$ cat config.mk
export PLATFORM = sky130hd
export DESIGN_NAME = ccr_top
export DESIGN_NICKNAME = d
export VERILOG_FILES = /design/src/inc/ccr_pkg.sv /design/src/core/ccr_clkgen.sv /design/src/core/ccr_compare.sv /design/src/core/ccr_top.sv
export SDC_FILE = /design/constraint.sdc
export NUM_CORES = 1
export LEC_CHECK = 0
export BUFFER_PORTS_ARGS = -buffer_cell sky130_fd_sc_hd__buf_2
export CAP_MARGIN = 20
export CORE_ASPECT_RATIO = 0.75
export CORE_MARGIN = 2
export CORE_UTILIZATION = 54
export DETAILED_ROUTE_END_ITERATION = 6
export HOLD_SLACK_MARGIN = 0.08
export PLACE_DENSITY = 0.84
export SLEW_MARGIN = 20
export SYNTH_ARGS = -nofsm -noshare
export SYNTH_HDL_FRONTEND = slang
export SYNTH_HIERARCHICAL = 1
export SYNTH_SLANG_ARGS = --single-unit
$ cat constraint.sdc
create_clock -name mclk -period 3.85 [get_ports mclk]
set_input_delay 0.77 -clock mclk [delete_from_list [all_inputs] [get_ports mclk]]
set_output_delay 0.77 -clock mclk [all_outputs]
set_load 0.03 [all_outputs]
$ cat src/inc/ccr_pkg.sv
// Package: constants and the core request carrier type of the converter control block
package ccr_pkg;
  localparam logic [7:0] OFF_SC1      = 8'h00;
  localparam logic [7:0] OFF_SC2      = 8'h04;
  localparam logic [7:0] OFF_RH       = 8'h08;
  localparam logic [7:0] OFF_RL       = 8'h0C;
  localparam logic [7:0] OFF_CVH      = 8'h10;
  localparam logic [7:0] OFF_CVL      = 8'h14;
  localparam logic [7:0] OFF_CFG      = 8'h18;
  localparam int         SC1_CONVERSION_COMPLETE_FLAG     = 7;
  localparam int         SC1_AIEN     = 6;
  localparam int         SC1_CONT     = 5;
  localparam int         SC2_ACT      = 7;
  localparam int         SC2_TRIG     = 6;
  localparam int         SC2_CMPEN    = 5;
  localparam int         SC2_CMPGE    = 4;
  localparam int         CFG_LP       = 7;
  localparam int         CFG_DIV_LO   = 5;
  localparam int         CFG_LSMP     = 4;
  localparam int         CFG_MODE_LO  = 2;
  localparam int         CFG_ICLK_LO  = 0;
  localparam logic [4:0] CH_DISABLED  = 5'h1F;
  localparam logic [7:0] SC1_RESET    = 8'h1F;
  localparam logic [7:0] CFG_RESET    = 8'h00;
  localparam logic [1:0] MODE_8BIT    = 2'h0;
  localparam logic [1:0] MODE_10BIT   = 2'h2;
  localparam logic [1:0] ICLK_BUS     = 2'h0;
  localparam logic [1:0] ICLK_BUS_HALF = 2'h1;
  localparam logic [1:0] ICLK_ALT     = 2'h2;
  localparam logic [1:0] RESP_OKAY    = 2'h0;
  localparam logic [1:0] RESP_SLVERR  = 2'h2;
  localparam int         ASYNC_DIV    = 5;

  typedef struct packed {
    logic       start;
    logic       abort;
    logic [4:0] channel;
    logic       long_sample;
    logic       low_power;
    logic       ten_bit;
    logic       clk_en;
  } ccr_core_req_t;
endpackage

$ cat src/core/ccr_clkgen.sv
// Converter clock enable: source select and power-of-two divider
`timescale 1ns/1ps
`default_nettype none
module ccr_clkgen #(
  parameter int ASYNC_DIV = ccr_pkg::ASYNC_DIV
) (
  input  wire logic       mclk,
  input  wire logic       reset,
  input  wire logic [1:0] src_sel,
  input  wire logic [1:0] div_sel,
  input  wire logic       alt_edge,
  output logic            clk_en
);
  logic       half_reg;
  logic [7:0] async_cnt_reg;
  logic       async_tick;
  logic       src_en;
  logic [2:0] div_cnt_reg;
  logic [2:0] ratio_m1;

  // Internal asynchronous clock is modelled as a free-running tick
  assign async_tick = (async_cnt_reg == 8'(ASYNC_DIV - 1));
  assign ratio_m1   = 3'((4'h1 << div_sel) - 4'h1);

  always_comb
  begin
    case (src_sel)
      ccr_pkg::ICLK_BUS:      src_en = 1'b1;
      ccr_pkg::ICLK_BUS_HALF: src_en = half_reg;
      ccr_pkg::ICLK_ALT:      src_en = alt_edge;
      default:                src_en = async_tick;
    endcase
  end

  always_ff @(posedge mclk)
  begin
    if (reset)
    begin
      half_reg      <= 1'b0;
      async_cnt_reg <= 8'h00;
    end
    else
    begin
      half_reg      <= ~half_reg;
      async_cnt_reg <= async_tick ? 8'h00 : async_cnt_reg + 8'h01;
    end
  end

  always_ff @(posedge mclk)
  begin
    if (reset)
    begin
      div_cnt_reg <= 3'h0;
      clk_en      <= 1'b0;
    end
    else
    begin
      clk_en <= 1'b0;
      if (src_en)
      begin
        if (div_cnt_reg >= ratio_m1)
        begin
          div_cnt_reg <= 3'h0;
          clk_en      <= 1'b1;
        end
        else
        begin
          div_cnt_reg <= div_cnt_reg + 3'h1;
        end
      end
    end
  end
endmodule // ccr_clkgen
`default_nettype wire

$ cat src/core/ccr_compare.sv
// Automatic compare of a conversion result against the compare value
`timescale 1ns/1ps
`default_nettype none
module ccr_compare (
  input  wire logic [9:0] result,
  input  wire logic [1:0] cv_high,
  input  wire logic [7:0] cv_low,
  input  wire logic       ten_bit,
  input  wire logic       ge_sel,
  output logic            met
);
  logic [9:0] res_v;
  logic [9:0] cmp_v;

  // High compare bits only count in the 10-bit width
  assign res_v = ten_bit ? result : {2'b00, result[7:0]};
  assign cmp_v = ten_bit ? {cv_high, cv_low} : {2'b00, cv_low};
  assign met   = ge_sel ? (res_v >= cmp_v) : (res_v < cmp_v);
endmodule // ccr_compare
`default_nettype wire

$ cat src/core/ccr_top.sv
// Converter control, compare and result registers behind an AXI4-Lite slave
`timescale 1ns/1ps
`default_nettype none
module ccr_top #(
  parameter int ADDR_W    = 8,
  parameter int ASYNC_DIV = ccr_pkg::ASYNC_DIV
) (
  input  wire logic              mclk,
  input  wire logic              reset,
  input  wire logic [ADDR_W-1:0] s_axi_awaddr,
  input  wire logic              s_axi_awvalid,
  output logic                   s_axi_awready,
  input  wire logic [31:0]       s_axi_wdata,
  input  wire logic [3:0]        s_axi_wstrb,
  input  wire logic              s_axi_wvalid,
  output logic                   s_axi_wready,
  output logic [1:0]             s_axi_bresp,
  output logic                   s_axi_bvalid,
  input  wire logic              s_axi_bready,
  input  wire logic [ADDR_W-1:0] s_axi_araddr,
  input  wire logic              s_axi_arvalid,
  output logic                   s_axi_arready,
  output logic [31:0]            s_axi_rdata,
  output logic [1:0]             s_axi_rresp,
  output logic                   s_axi_rvalid,
  input  wire logic              s_axi_rready,
  input  wire logic              hardware_trigger_input,
  input  wire logic              alternate_clock_input,
  output ccr_pkg::ccr_core_req_t core_req,
  input  wire logic              conv_done,
  input  wire logic [9:0]        conv_result
);
  ////////////////////////////////////////////////////////////////////////
  // Register state
  logic [7:0] sc1_reg;
  logic       conversion_complete_flag_reg;
  logic       active_reg;
  logic [2:0] sc2_ctl_reg;
  logic [7:0] rh_reg;
  logic [7:0] rl_reg;
  logic [1:0] cvh_reg;
  logic [7:0] cvl_reg;
  logic [7:0] cfg_reg;
  logic       lock_reg;
  logic       start_reg;
  logic       abort_reg;

  function automatic logic is_off(input logic [ADDR_W-1:0] a, input logic [7:0] off);
    is_off = (32'(a) == 32'(off));
  endfunction

  function automatic logic mapped(input logic [ADDR_W-1:0] a);
    mapped = is_off(a, ccr_pkg::OFF_SC1) || is_off(a, ccr_pkg::OFF_SC2) ||
             is_off(a, ccr_pkg::OFF_RH)  || is_off(a, ccr_pkg::OFF_RL)  ||
             is_off(a, ccr_pkg::OFF_CVH) || is_off(a, ccr_pkg::OFF_CVL) ||
             is_off(a, ccr_pkg::OFF_CFG);
  endfunction

  logic       trig_hw;
  logic       cmp_en;
  logic       cmp_ge;
  logic       ten_bit;
  logic       cont;
  logic [4:0] chan;

  assign trig_hw = sc2_ctl_reg[2];
  assign cmp_en  = sc2_ctl_reg[1];
  assign cmp_ge  = sc2_ctl_reg[0];
  assign ten_bit = (cfg_reg[ccr_pkg::CFG_MODE_LO +: 2] == ccr_pkg::MODE_10BIT);
  assign cont    = sc1_reg[ccr_pkg::SC1_CONT];
  assign chan    = sc1_reg[4:0];

  ////////////////////////////////////////////////////////////////////////
  // AXI4-Lite write channel: address and data accepted in either order
  logic              aw_got_reg;
  logic [ADDR_W-1:0] awaddr_reg;
  logic              w_got_reg;
  logic [7:0]        wdata_reg;
  logic              wstrb0_reg;
  logic              aw_have;
  logic              w_have;
  logic [ADDR_W-1:0] cur_waddr;
  logic [7:0]        cur_wdata;
  logic              cur_wstrb0;
  logic              wr_fire;
  logic              wr_en;

  assign s_axi_awready = ~aw_got_reg & ~s_axi_bvalid;
  assign s_axi_wready  = ~w_got_reg & ~s_axi_bvalid;
  assign aw_have    = aw_got_reg | (s_axi_awvalid & s_axi_awready);
  assign w_have     = w_got_reg | (s_axi_wvalid & s_axi_wready);
  assign cur_waddr  = aw_got_reg ? awaddr_reg : s_axi_awaddr;
  assign cur_wdata  = w_got_reg ? wdata_reg : s_axi_wdata[7:0];
  assign cur_wstrb0 = w_got_reg ? wstrb0_reg : s_axi_wstrb[0];
  assign wr_fire    = aw_have & w_have & ~s_axi_bvalid;
  // Registers are one byte wide, so only lane 0 carries a write
  assign wr_en      = wr_fire & cur_wstrb0;

  always_ff @(posedge mclk)
  begin
    if (reset)
    begin
      aw_got_reg   <= 1'b0;
      awaddr_reg   <= '0;
      w_got_reg    <= 1'b0;
      wdata_reg    <= 8'h00;
      wstrb0_reg   <= 1'b0;
      s_axi_bvalid <= 1'b0;
      s_axi_bresp  <= ccr_pkg::RESP_OKAY;
    end
    else
    begin
      if (s_axi_awvalid & s_axi_awready & ~wr_fire)
      begin
        aw_got_reg <= 1'b1;
        awaddr_reg <= s_axi_awaddr;
      end
      if (s_axi_wvalid & s_axi_wready & ~wr_fire)
      begin
        w_got_reg  <= 1'b1;
        wdata_reg  <= s_axi_wdata[7:0];
        wstrb0_reg <= s_axi_wstrb[0];
      end
      if (wr_fire)
      begin
        aw_got_reg   <= 1'b0;
        w_got_reg    <= 1'b0;
        s_axi_bvalid <= 1'b1;
        s_axi_bresp  <= mapped(cur_waddr) ? ccr_pkg::RESP_OKAY : ccr_pkg::RESP_SLVERR;
      end
      else if (s_axi_bready)
      begin
        s_axi_bvalid <= 1'b0;
      end
    end
  end

  ////////////////////////////////////////////////////////////////////////
  // AXI4-Lite read channel with read side effects
  logic rd_fire;
  logic rd_rh;
  logic rd_rl;

  assign s_axi_arready = ~s_axi_rvalid;
  assign rd_fire = s_axi_arvalid & s_axi_arready;
  assign rd_rh   = rd_fire & is_off(s_axi_araddr, ccr_pkg::OFF_RH);
  assign rd_rl   = rd_fire & is_off(s_axi_araddr, ccr_pkg::OFF_RL);

  always_ff @(posedge mclk)
  begin
    if (reset)
    begin
      s_axi_rvalid <= 1'b0;
      s_axi_rdata  <= 32'h0000_0000;
      s_axi_rresp  <= ccr_pkg::RESP_OKAY;
    end
    else if (rd_fire)
    begin
      s_axi_rvalid <= 1'b1;
      s_axi_rresp  <= mapped(s_axi_araddr) ? ccr_pkg::RESP_OKAY : ccr_pkg::RESP_SLVERR;
      s_axi_rdata  <= 32'h0000_0000;
      if (is_off(s_axi_araddr, ccr_pkg::OFF_SC1))
        s_axi_rdata[7:0] <= {conversion_complete_flag_reg, sc1_reg[6:0]};
      if (is_off(s_axi_araddr, ccr_pkg::OFF_SC2))
        s_axi_rdata[7:0] <= {active_reg, sc2_ctl_reg, 4'h0};
      if (rd_rh)
        s_axi_rdata[7:0] <= ten_bit ? rh_reg : 8'h00;
      if (rd_rl)
        s_axi_rdata[7:0] <= rl_reg;
      if (is_off(s_axi_araddr, ccr_pkg::OFF_CVH))
        s_axi_rdata[7:0] <= {6'h00, cvh_reg};
      if (is_off(s_axi_araddr, ccr_pkg::OFF_CVL))
        s_axi_rdata[7:0] <= cvl_reg;
      if (is_off(s_axi_araddr, ccr_pkg::OFF_CFG))
        s_axi_rdata[7:0] <= cfg_reg;
    end
    else if (s_axi_rready)
    begin
      s_axi_rvalid <= 1'b0;
    end
  end

  ////////////////////////////////////////////////////////////////////////
  // Pin synchronisers and edge detection
  logic [2:0] trig_sync_reg;
  logic [2:0] alt_sync_reg;
  logic       hw_edge;
  logic       alt_edge;

  always_ff @(posedge mclk)
  begin
    if (reset)
    begin
      trig_sync_reg <= 3'h0;
      alt_sync_reg  <= 3'h0;
    end
    else
    begin
      trig_sync_reg <= {trig_sync_reg[1:0], hardware_trigger_input};
      alt_sync_reg  <= {alt_sync_reg[1:0], alternate_clock_input};
    end
  end

  assign hw_edge  = trig_sync_reg[1] & ~trig_sync_reg[2];
  assign alt_edge = alt_sync_reg[1] & ~alt_sync_reg[2];

  ////////////////////////////////////////////////////////////////////////
  // Conversion sequencing
  logic sc1_wr;
  logic done_ev;
  logic met;
  logic accept;
  logic load_res;
  logic start_now;
  logic abort_now;

  assign sc1_wr    = wr_en & is_off(cur_waddr, ccr_pkg::OFF_SC1);
  // A completion racing a control-one write belongs to the aborted conversion
  assign done_ev   = conv_done & active_reg & ~sc1_wr;
  assign abort_now = sc1_wr & active_reg;
  assign accept    = done_ev & (~cmp_en | met);
  assign load_res  = accept & ~(lock_reg & ten_bit);
  assign start_now = (sc1_wr & (cur_wdata[4:0] != ccr_pkg::CH_DISABLED) & ~trig_hw) |
                     (hw_edge & trig_hw & ~active_reg & ~sc1_wr &
                      (chan != ccr_pkg::CH_DISABLED)) |
                     (done_ev & cont & (chan != ccr_pkg::CH_DISABLED));

  ccr_compare ccr_compare_inst (
    .result  (conv_result),
    .cv_high (cvh_reg),
    .cv_low  (cvl_reg),
    .ten_bit (ten_bit),
    .ge_sel  (cmp_ge),
    .met     (met)
  );

  always_ff @(posedge mclk)
  begin
    if (reset)
    begin
      active_reg <= 1'b0;
      start_reg  <= 1'b0;
      abort_reg  <= 1'b0;
    end
    else
    begin
      start_reg <= start_now;
      abort_reg <= abort_now;
      if (start_now)
        active_reg <= 1'b1;
      else if (abort_now | done_ev)
        active_reg <= 1'b0;
    end
  end

  // Set wins over clear so a completion is never lost
  always_ff @(posedge mclk)
  begin
    if (reset)
      conversion_complete_flag_reg <= 1'b0;
    else if (accept)
      conversion_complete_flag_reg <= 1'b1;
    else if (sc1_wr | rd_rl)
      conversion_complete_flag_reg <= 1'b0;
  end

  always_ff @(posedge mclk)
  begin
    if (reset)
    begin
      rh_reg <= 8'h00;
      rl_reg <= 8'h00;
    end
    else if (load_res)
    begin
      rh_reg <= ten_bit ? {6'h00, conv_result[9:8]} : 8'h00;
      rl_reg <= conv_result[7:0];
    end
  end

  // High read in 10-bit mode freezes the pair until the low half is read
  always_ff @(posedge mclk)
  begin
    if (reset)
      lock_reg <= 1'b0;
    else if (rd_rl)
      lock_reg <= 1'b0;
    else if (rd_rh & ten_bit)
      lock_reg <= 1'b1;
  end

  ////////////////////////////////////////////////////////////////////////
  // Software-written registers
  always_ff @(posedge mclk)
  begin
    if (reset)
    begin
      sc1_reg     <= ccr_pkg::SC1_RESET;
      sc2_ctl_reg <= 3'h0;
      cvh_reg     <= 2'h0;
      cvl_reg     <= 8'h00;
      cfg_reg     <= ccr_pkg::CFG_RESET;
    end
    else if (wr_en)
    begin
      if (sc1_wr)
        sc1_reg <= {1'b0, cur_wdata[6:0]};
      // Active flag is read-only and low bits are reserved, so both drop
      if (is_off(cur_waddr, ccr_pkg::OFF_SC2))
        sc2_ctl_reg <= cur_wdata[ccr_pkg::SC2_CMPGE +: 3];
      if (is_off(cur_waddr, ccr_pkg::OFF_CVH))
        cvh_reg <= cur_wdata[1:0];
      if (is_off(cur_waddr, ccr_pkg::OFF_CVL))
        cvl_reg <= cur_wdata;
      if (is_off(cur_waddr, ccr_pkg::OFF_CFG))
        cfg_reg <= cur_wdata;
    end
  end

  ////////////////////////////////////////////////////////////////////////
  // Converter clock and core request
  logic conv_clk_en;

  ccr_clkgen #(
    .ASYNC_DIV (ASYNC_DIV)
  ) ccr_clkgen_inst (
    .mclk     (mclk),
    .reset    (reset),
    .src_sel  (cfg_reg[ccr_pkg::CFG_ICLK_LO +: 2]),
    .div_sel  (cfg_reg[ccr_pkg::CFG_DIV_LO +: 2]),
    .alt_edge (alt_edge),
    .clk_en   (conv_clk_en)
  );

  always_comb
  begin
    core_req.start       = start_reg;
    core_req.abort       = abort_reg;
    core_req.channel     = chan;
    core_req.long_sample = cfg_reg[ccr_pkg::CFG_LSMP];
    core_req.low_power   = cfg_reg[ccr_pkg::CFG_LP];
    core_req.ten_bit     = ten_bit;
    core_req.clk_en      = conv_clk_en;
  end
endmodule // ccr_top
`default_nettype wire

; ---- Word level (Yosys, flattened, before mapping)
; Index checks and enable logic that the tools add are counted.
[op_classes]
add_sub_neg = 3
n_lt_le_gt_ge = 3
n_eq_ne = 18
shift = 1
muxes = 28
bitwise_logic = 51
n_reduce_logical = 28
[op_table]
columns = op, n
row1 = 8-bit 2-to-1 mux, 10
row2 = 8-bit by 5-bit equality test with 1-bit output (second input constant), 6
row3 = 8-bit by 4-bit equality test with 1-bit output (second input constant), 4
row4 = 1-bit bitwise AND, 30
row5 = 8-bit by 3-bit equality test with 1-bit output (second input constant), 3
row6 = 10-bit 2-to-1 mux, 2
row7 = 8-bit zero test, 2
row8 = 1-bit NOT, 14
row9 = 1-bit logical OR, 12
row10 = 1-bit 2-to-1 mux, 11
row11 = 10-bit >= comparator, 1
row12 = 10-bit < comparator, 1
row13 = 5-bit inequality test (second input constant), 2
row14 = 2-bit AND reduction, 5
row15 = 8-bit by 1-bit adder with 8-bit output (second input constant), 1
row16 = 2-bit nonzero test, 4
row17 = 2-bit OR reduction, 4
row18 = 1-bit bitwise OR, 7
row19 = 2-bit 2-to-1 mux, 3
row20 = 2-bit equality test (second input constant), 2
row21 = 3-bit by 1-bit adder with 3-bit output (second input constant), 1
row22 = 3-bit >= comparator, 1
row23 = 3-bit 2-to-1 mux, 1
row24 = 1-bit case mux with 3 select lines, 1
row25 = 4 further kinds, 4
[totals]
reg_bits = 101
input_bits = 72
word_cells = 160

; ---- Logic depth before layout (Yosys ltp)
[logic_depth]
word_depth = 14
mapped_depth = 12
depth_no_buf = 11

; ---- Hierarchy
; The synthesis kept the hierarchy.
[by_module_without_submodules]
columns = module, instances, cells_per_inst, area_each_um2, seq_area_each_um2
row1 = ccr_top, 1, 480, 4172.8, 1601.5
row2 = ccr_clkgen, 1, 73, 669.4, 260.2
row3 = ccr_compare, 1, 42, 310.3, 0.0

; ---- Least setup slack after synthesis
; No wires, ideal clock.
[synth_path]
kind = input port to flip-flop
start = input port conv_result[9]
end = register rh_reg[0]
t_arrival_ps = 2825
required_ps = 3780
slack_ps = 955
stages = 10
n_path_buf = 0
path_cell_list = and2_1 > ha_1 > a21oi_1 > o21ai_1 > a2111oi_2 > a21o_1 > nor2b_1 > or4b_1 > a311oi_1 > o2bb2ai_1
[synth_via]
elab_chain_cells = 6
[synth_lines]
columns = item, line_no
row1 = "start, declared", ccr_top.sv:31  ; input wire logic [9:0] conv_result
row2 = 10-bit 2-to-1 mux *, ccr_compare.sv:16  ; assign res_v = ten_bit ? result : {2'b00, result[7:0]};
row3 = 10-bit < comparator or 10-bit >= comparator (tied branches), ccr_compare.sv:18  ; assign met = ge_sel ? (res_v >= cmp_v) : (res_v < cmp_v);
row4 = 1-bit 2-to-1 mux *, ccr_compare.sv:18
row5 = via met, ccr_top.sv:211  ; logic met;
row6 = 1-bit bitwise OR *, ccr_top.sv:221  ; assign accept = done_ev & (~cmp_en | met);
row7 = 1-bit bitwise AND *, ccr_top.sv:221
row8 = 1-bit bitwise AND *, ccr_top.sv:222  ; assign load_res = accept & ~(lock_reg & ten_bit);
row9 = "end signal, assigned", ccr_top.sv:276  ; rh_reg <= ten_bit ? {6'h00, conv_result[9:8]} : 8'h00;
row10 = "end, declared", ccr_top.sv:39  ; logic [7:0] rh_reg;
; The timed path passes the listed nets; every way through them passes the cells marked *.
; A chain may end at the register's enable or synchronous reset.

; ---- Worst setup path after layout
[layout_path]
start = register cfg_reg[3]
end = register rl_reg[1]
[layout_via]
elab_chain_cells = 7
[layout_lines]
columns = item, line_no
row1 = "start, declared", ccr_top.sv:43  ; logic [7:0] cfg_reg;
row2 = "start signal, assigned", ccr_top.sv:302  ; cfg_reg <= ccr_pkg::CFG_RESET;
row3 = "start signal, assigned", ccr_top.sv:316  ; cfg_reg <= cur_wdata;
row4 = 2-bit equality test *, ccr_top.sv:69  ; assign ten_bit = (cfg_reg[ccr_pkg::CFG_MODE_LO +: 2] == ccr_pkg::MODE_10BIT);
row5 = "10-bit 2-to-1 mux, on equally long branches", "ccr_compare.sv:16, ccr_compare.sv:17"
row6 = 10-bit < comparator or 10-bit >= comparator (tied branches), ccr_compare.sv:18
row7 = 1-bit 2-to-1 mux *, ccr_compare.sv:18
row8 = via met, ccr_top.sv:211
row9 = 1-bit bitwise OR *, ccr_top.sv:221
row10 = 1-bit bitwise AND *, ccr_top.sv:221
row11 = 1-bit bitwise AND *, ccr_top.sv:222
row12 = "end signal, assigned", ccr_top.sv:277  ; rl_reg <= conv_result[7:0];
row13 = "end, declared", ccr_top.sv:40  ; logic [7:0] rl_reg;
; Marked as above.

==> metrics.log <==
[metrics] run status: completed
[metrics] final setup vio count: 0
[metrics] area fraction in compound gates after synthesis: 15.7%
[metrics] post-synthesis mux area share: 10.2%
[metrics] Sinks on Clock Net: 93
[metrics] Worst Hold Class: reg2reg
[metrics] Adder-Cell Fraction of Synth Area: 3.89%
[metrics] worst vdd rail ir drop: 0.300 mV
[metrics] global-route wire length before repair: 21200 um
[metrics] startpoint kind of the worst setup timing path: flip-flop
[metrics] placeable core region: 0.00916 mm^2
[metrics] Data arrival, critical path: 3.66 ns
[metrics] register area share after synthesis: 36.1%
[metrics] Critical Path RT: 4.12 ns
[metrics] PortBufs: 70
[metrics] die width: 117 um
[metrics] biggest area contributors in the synthesized netlist: dfxtp_1, mux2i_1, buf_4
[metrics] via count: 4596
[metrics] half-perimeter wire length of the detailed placement result: 9930 um
[metrics] Hold EP: trig_sync_reg[1]
[metrics] commonest non-fill, non-tap cell in the layout: dfxtp_1
[metrics] commonest cells after routing, fill and taps aside: dfxtp_1, buf_2, nand2_1
[metrics] area leader, netlist: dfxtp_1
[metrics] Layout fillers: 819
[metrics] count of cells along the worst register-to-register path: 11
[metrics] overflow left after global routing: 0
[metrics] htree depth: 3
[metrics] crit path kind: reg2reg
[metrics] clock network fraction of total power: 40.5%
[metrics] share of flip-flops with an asynchronous set or reset after synthesis: 0%
[metrics] instance count along the most critical hold path: 1
[metrics] post_cts resized: 0
[metrics] Reg2Reg Capture Point: rl_reg[1]
[metrics] xor-xnor portion of the synthesized cell area: 1.02%
[metrics] synthesized instance count: 595
[metrics] post-CTS repair timing setup buffer count: 0
[metrics] tightest slew margin relative to the limit: 30.3%
[metrics] Worst Path Max Fanout: 10
[metrics] post-layout instance count excluding filler cells: 767
[metrics] master cell of the clock root buffer: clkbuf_16
[metrics] P per Cell Area: 398 mW/mm^2
[metrics] worst setup skew after layout: 0.00587 ns
[metrics] Distinct cells, synth: 73
[metrics] post-route DRC violation count: 0
[metrics] Sw Ratio: 26.9%
[metrics] Power Internal: 1.65 mW
[metrics] area growth from synthesis to layout: 10.2%
[metrics] Tcrit/Tclk final: 88.1%
[metrics] RSZ-0062 raised after global routing: false
[metrics] Leakage: 2.35 nW
[metrics] initial detailed-routing violation count: 333
[metrics] starting density of the core: 56.3%
[metrics] number of max-slew violations in the final report: 0
[metrics] Period minus WS final: 3.39 ns
[metrics] Setup TNS: 0 ns
[metrics] global placement routability congestion: 0.912
[metrics] Skew-Pair Late Insertion Delay: 0.34 ns
[metrics] # Max-Cap Violations: 0
[metrics] Final Hold Fails: 0
[metrics] cts-stage hold buffer count: 0
[metrics] number of placed cells counting well taps: 750
[metrics] largest buffer count on any clock path: 2
[metrics] # rows: 30
[metrics] DIE AREA: 0.0103 mm^2
[metrics] Comb pwr share: 14.3%
[metrics] maximum number of pins on one net before global-route repair: 43
[metrics] number of buffers created by CTS: 9
[metrics] number of nets in the finished design: 722
[metrics] EDFF count, synth: 0
[metrics] clock-pin slew on the worst setup and hold paths: 0.06 ns
[metrics] Yosys top cell area share: 36.1%
[metrics] antenna violations before repair: 0
[metrics] overall track demand over capacity in global routing: 26.6%
[metrics] # diodes: 0
[metrics] Yosys Warn Count: 6
[metrics] number of nets still failing antenna checks after routing: 0
[metrics] fraction of final layout cells with drive strength greater than 1: 18.9%
[metrics] overall routed net length: 13400 um
[metrics] height of the die: 88.6 um
[metrics] start point of the worst min-delay path: trig_sync_reg[0]
[metrics] flip-flop and latch count after synthesis: 93
[metrics] main combinational cell family by area after synthesis: simple AND/OR/NAND/NOR gates
[metrics] TritonCTS clock tree: yes
[metrics] share of synthesized cell area in and, or, nand and nor gates: 23.1%
[metrics] number of global-route vias before repair: 4348
[metrics] Flop pwr share: 45.1%
[metrics] worst-margin pin slew: 1.04 ns
[metrics] startpoint of the most critical register-to-register path: cfg_reg[3]
[metrics] Top FF cell, synth: dfxtp_1
[metrics] Pre-antenna DRT Iters: 5
[metrics] vias per cell: 5.99
[metrics] Mapped Avg Cell Area: 8.66 um^2
[metrics] top-level port count: 124
[metrics] cell area after synthesis: 0.00515 mm^2
[metrics] per-cell routed wire length: 17.5 um
[metrics] maximum clock frequency: 295 MHz
[metrics] reg2reg setup slack: 0.46 ns
[metrics] Psw: 0.608 mW
[metrics] endpoint type of the worst setup path: flip-flop
## cell usage after synthesis, types with 4 or more instances
cell      number
a21oi_1       15
nand2b_1       5
mux2_2        12
nand4_1        6
mux2i_1       39
a211oi_1       6
a31oi_1       29
nor4_1        25
nand3_1       13
buf_2          8
and3_1         5
inv_1         19
nor3_1        28
and3b_1        4
dfxtp_1       93
xor2_1         5
nor2b_1       11
o21ai_0       11
nor3b_1        5
buf_4         37
nor2_1        38
ha_1          16
clkbuf_1      23
o21ai_1       11
nand2_1       50
## cell families (layout without fill, tap and decap cells)
| logic type | count (synthesis) | count (layout) |
|---|---|---|
| adder cells (fa/ha/maj) | 16 | 16 |
| XOR/XNOR | 6 | 6 |
| AO/OA/AOI/OAI | 116 | 116 |
| other | 1 | 26 |
| buffers and inverters | 92 | 111 |
| multiplexers | 51 | 51 |
| AND/OR/NAND/NOR | 220 | 220 |
| flip-flops | 93 | 93 |
## final cells by class
class,instances,area [um^2],share of cell area (%)
timing repair buffer,75,388,6.83
sequential,93,1860,32.8
tap,128,160,2.82
clock inverter,3,42.5,0.749
clock buffer,13,270,4.76
inverter,20,75.1,1.32
multi-input combinational,435,2880,50.7
## stage by stage
stage / power (mW) / area, um^2 / util [%] / hold WS (ns) / setup slack, ns
5_1_grt: 2.35 / 5680 / 62.0 / 0.463 / 0.188
3_5_place_dp: 1.36 / 5360 / 58.5 / 0.425 / 0.501
6_report: 2.26 / 5680 / 62.0 / 0.434 / 0.460
3_3_place_gp: 1.34 / 5350 / 58.4 / 0.420 / 0.644
4_1_cts: 2.26 / 5670 / 61.9 / 0.439 / 0.511
2_1_floorplan: 1.29 / 5250 / - / 0.404 / 0.955
## critical path: stages (launching register included)
cell and delay [ns]:
dfxtp_1 0.44, nor2b_1 0.46, and2_1 0.22, ha_1 0.26, a21oi_1 0.16, o21ai_1 0.12, a2111oi_2 0.40, a21o_1 0.14
nor2b_1 0.06, a211oi_1 0.19, o31a_1 0.58, mux2i_1 0.27
## worst max path at each step
stage / endpoint / slack (ns) / cells after the start / from
CTS: rl_reg[1] / 0.51 / 11 / cfg_reg[3]
global route: rl_reg[1] / 0.19 / 11 / cfg_reg[3]
global placement: rh_reg[1] / 0.64 / 11 / conv_result[9]
floorplan: rh_reg[0] / 0.95 / 10 / conv_result[9]
detailed placement: rl_reg[1] / 0.50 / 11 / conv_result[9]
finish: rl_reg[1] / 0.46 / 11 / cfg_reg[3]
## power by group through the flow
| stage | Sequential [mW] | Clock [mW] | Combinational, mW |
|---|---|---|---|
| after floorplan | 1.04 | 0 | 0.248 |
| after global placement | 1.04 | 0 | 0.305 |
| after detailed placement | 1.04 | 0 | 0.316 |
| after CTS | 1.02 | 0.924 | 0.319 |
| after global routing | 1.02 | 0.972 | 0.350 |
| final | 1.02 | 0.916 | 0.323 |
## routing by layer
metal	GRT usage [%]	share of wire (%)
met1	34.3	42
met2	44.1	48
met3	6.64	8.3
met4	8.66	1.3
met5	0	0
No activity file was read; power rests on OpenSTA's default activity.
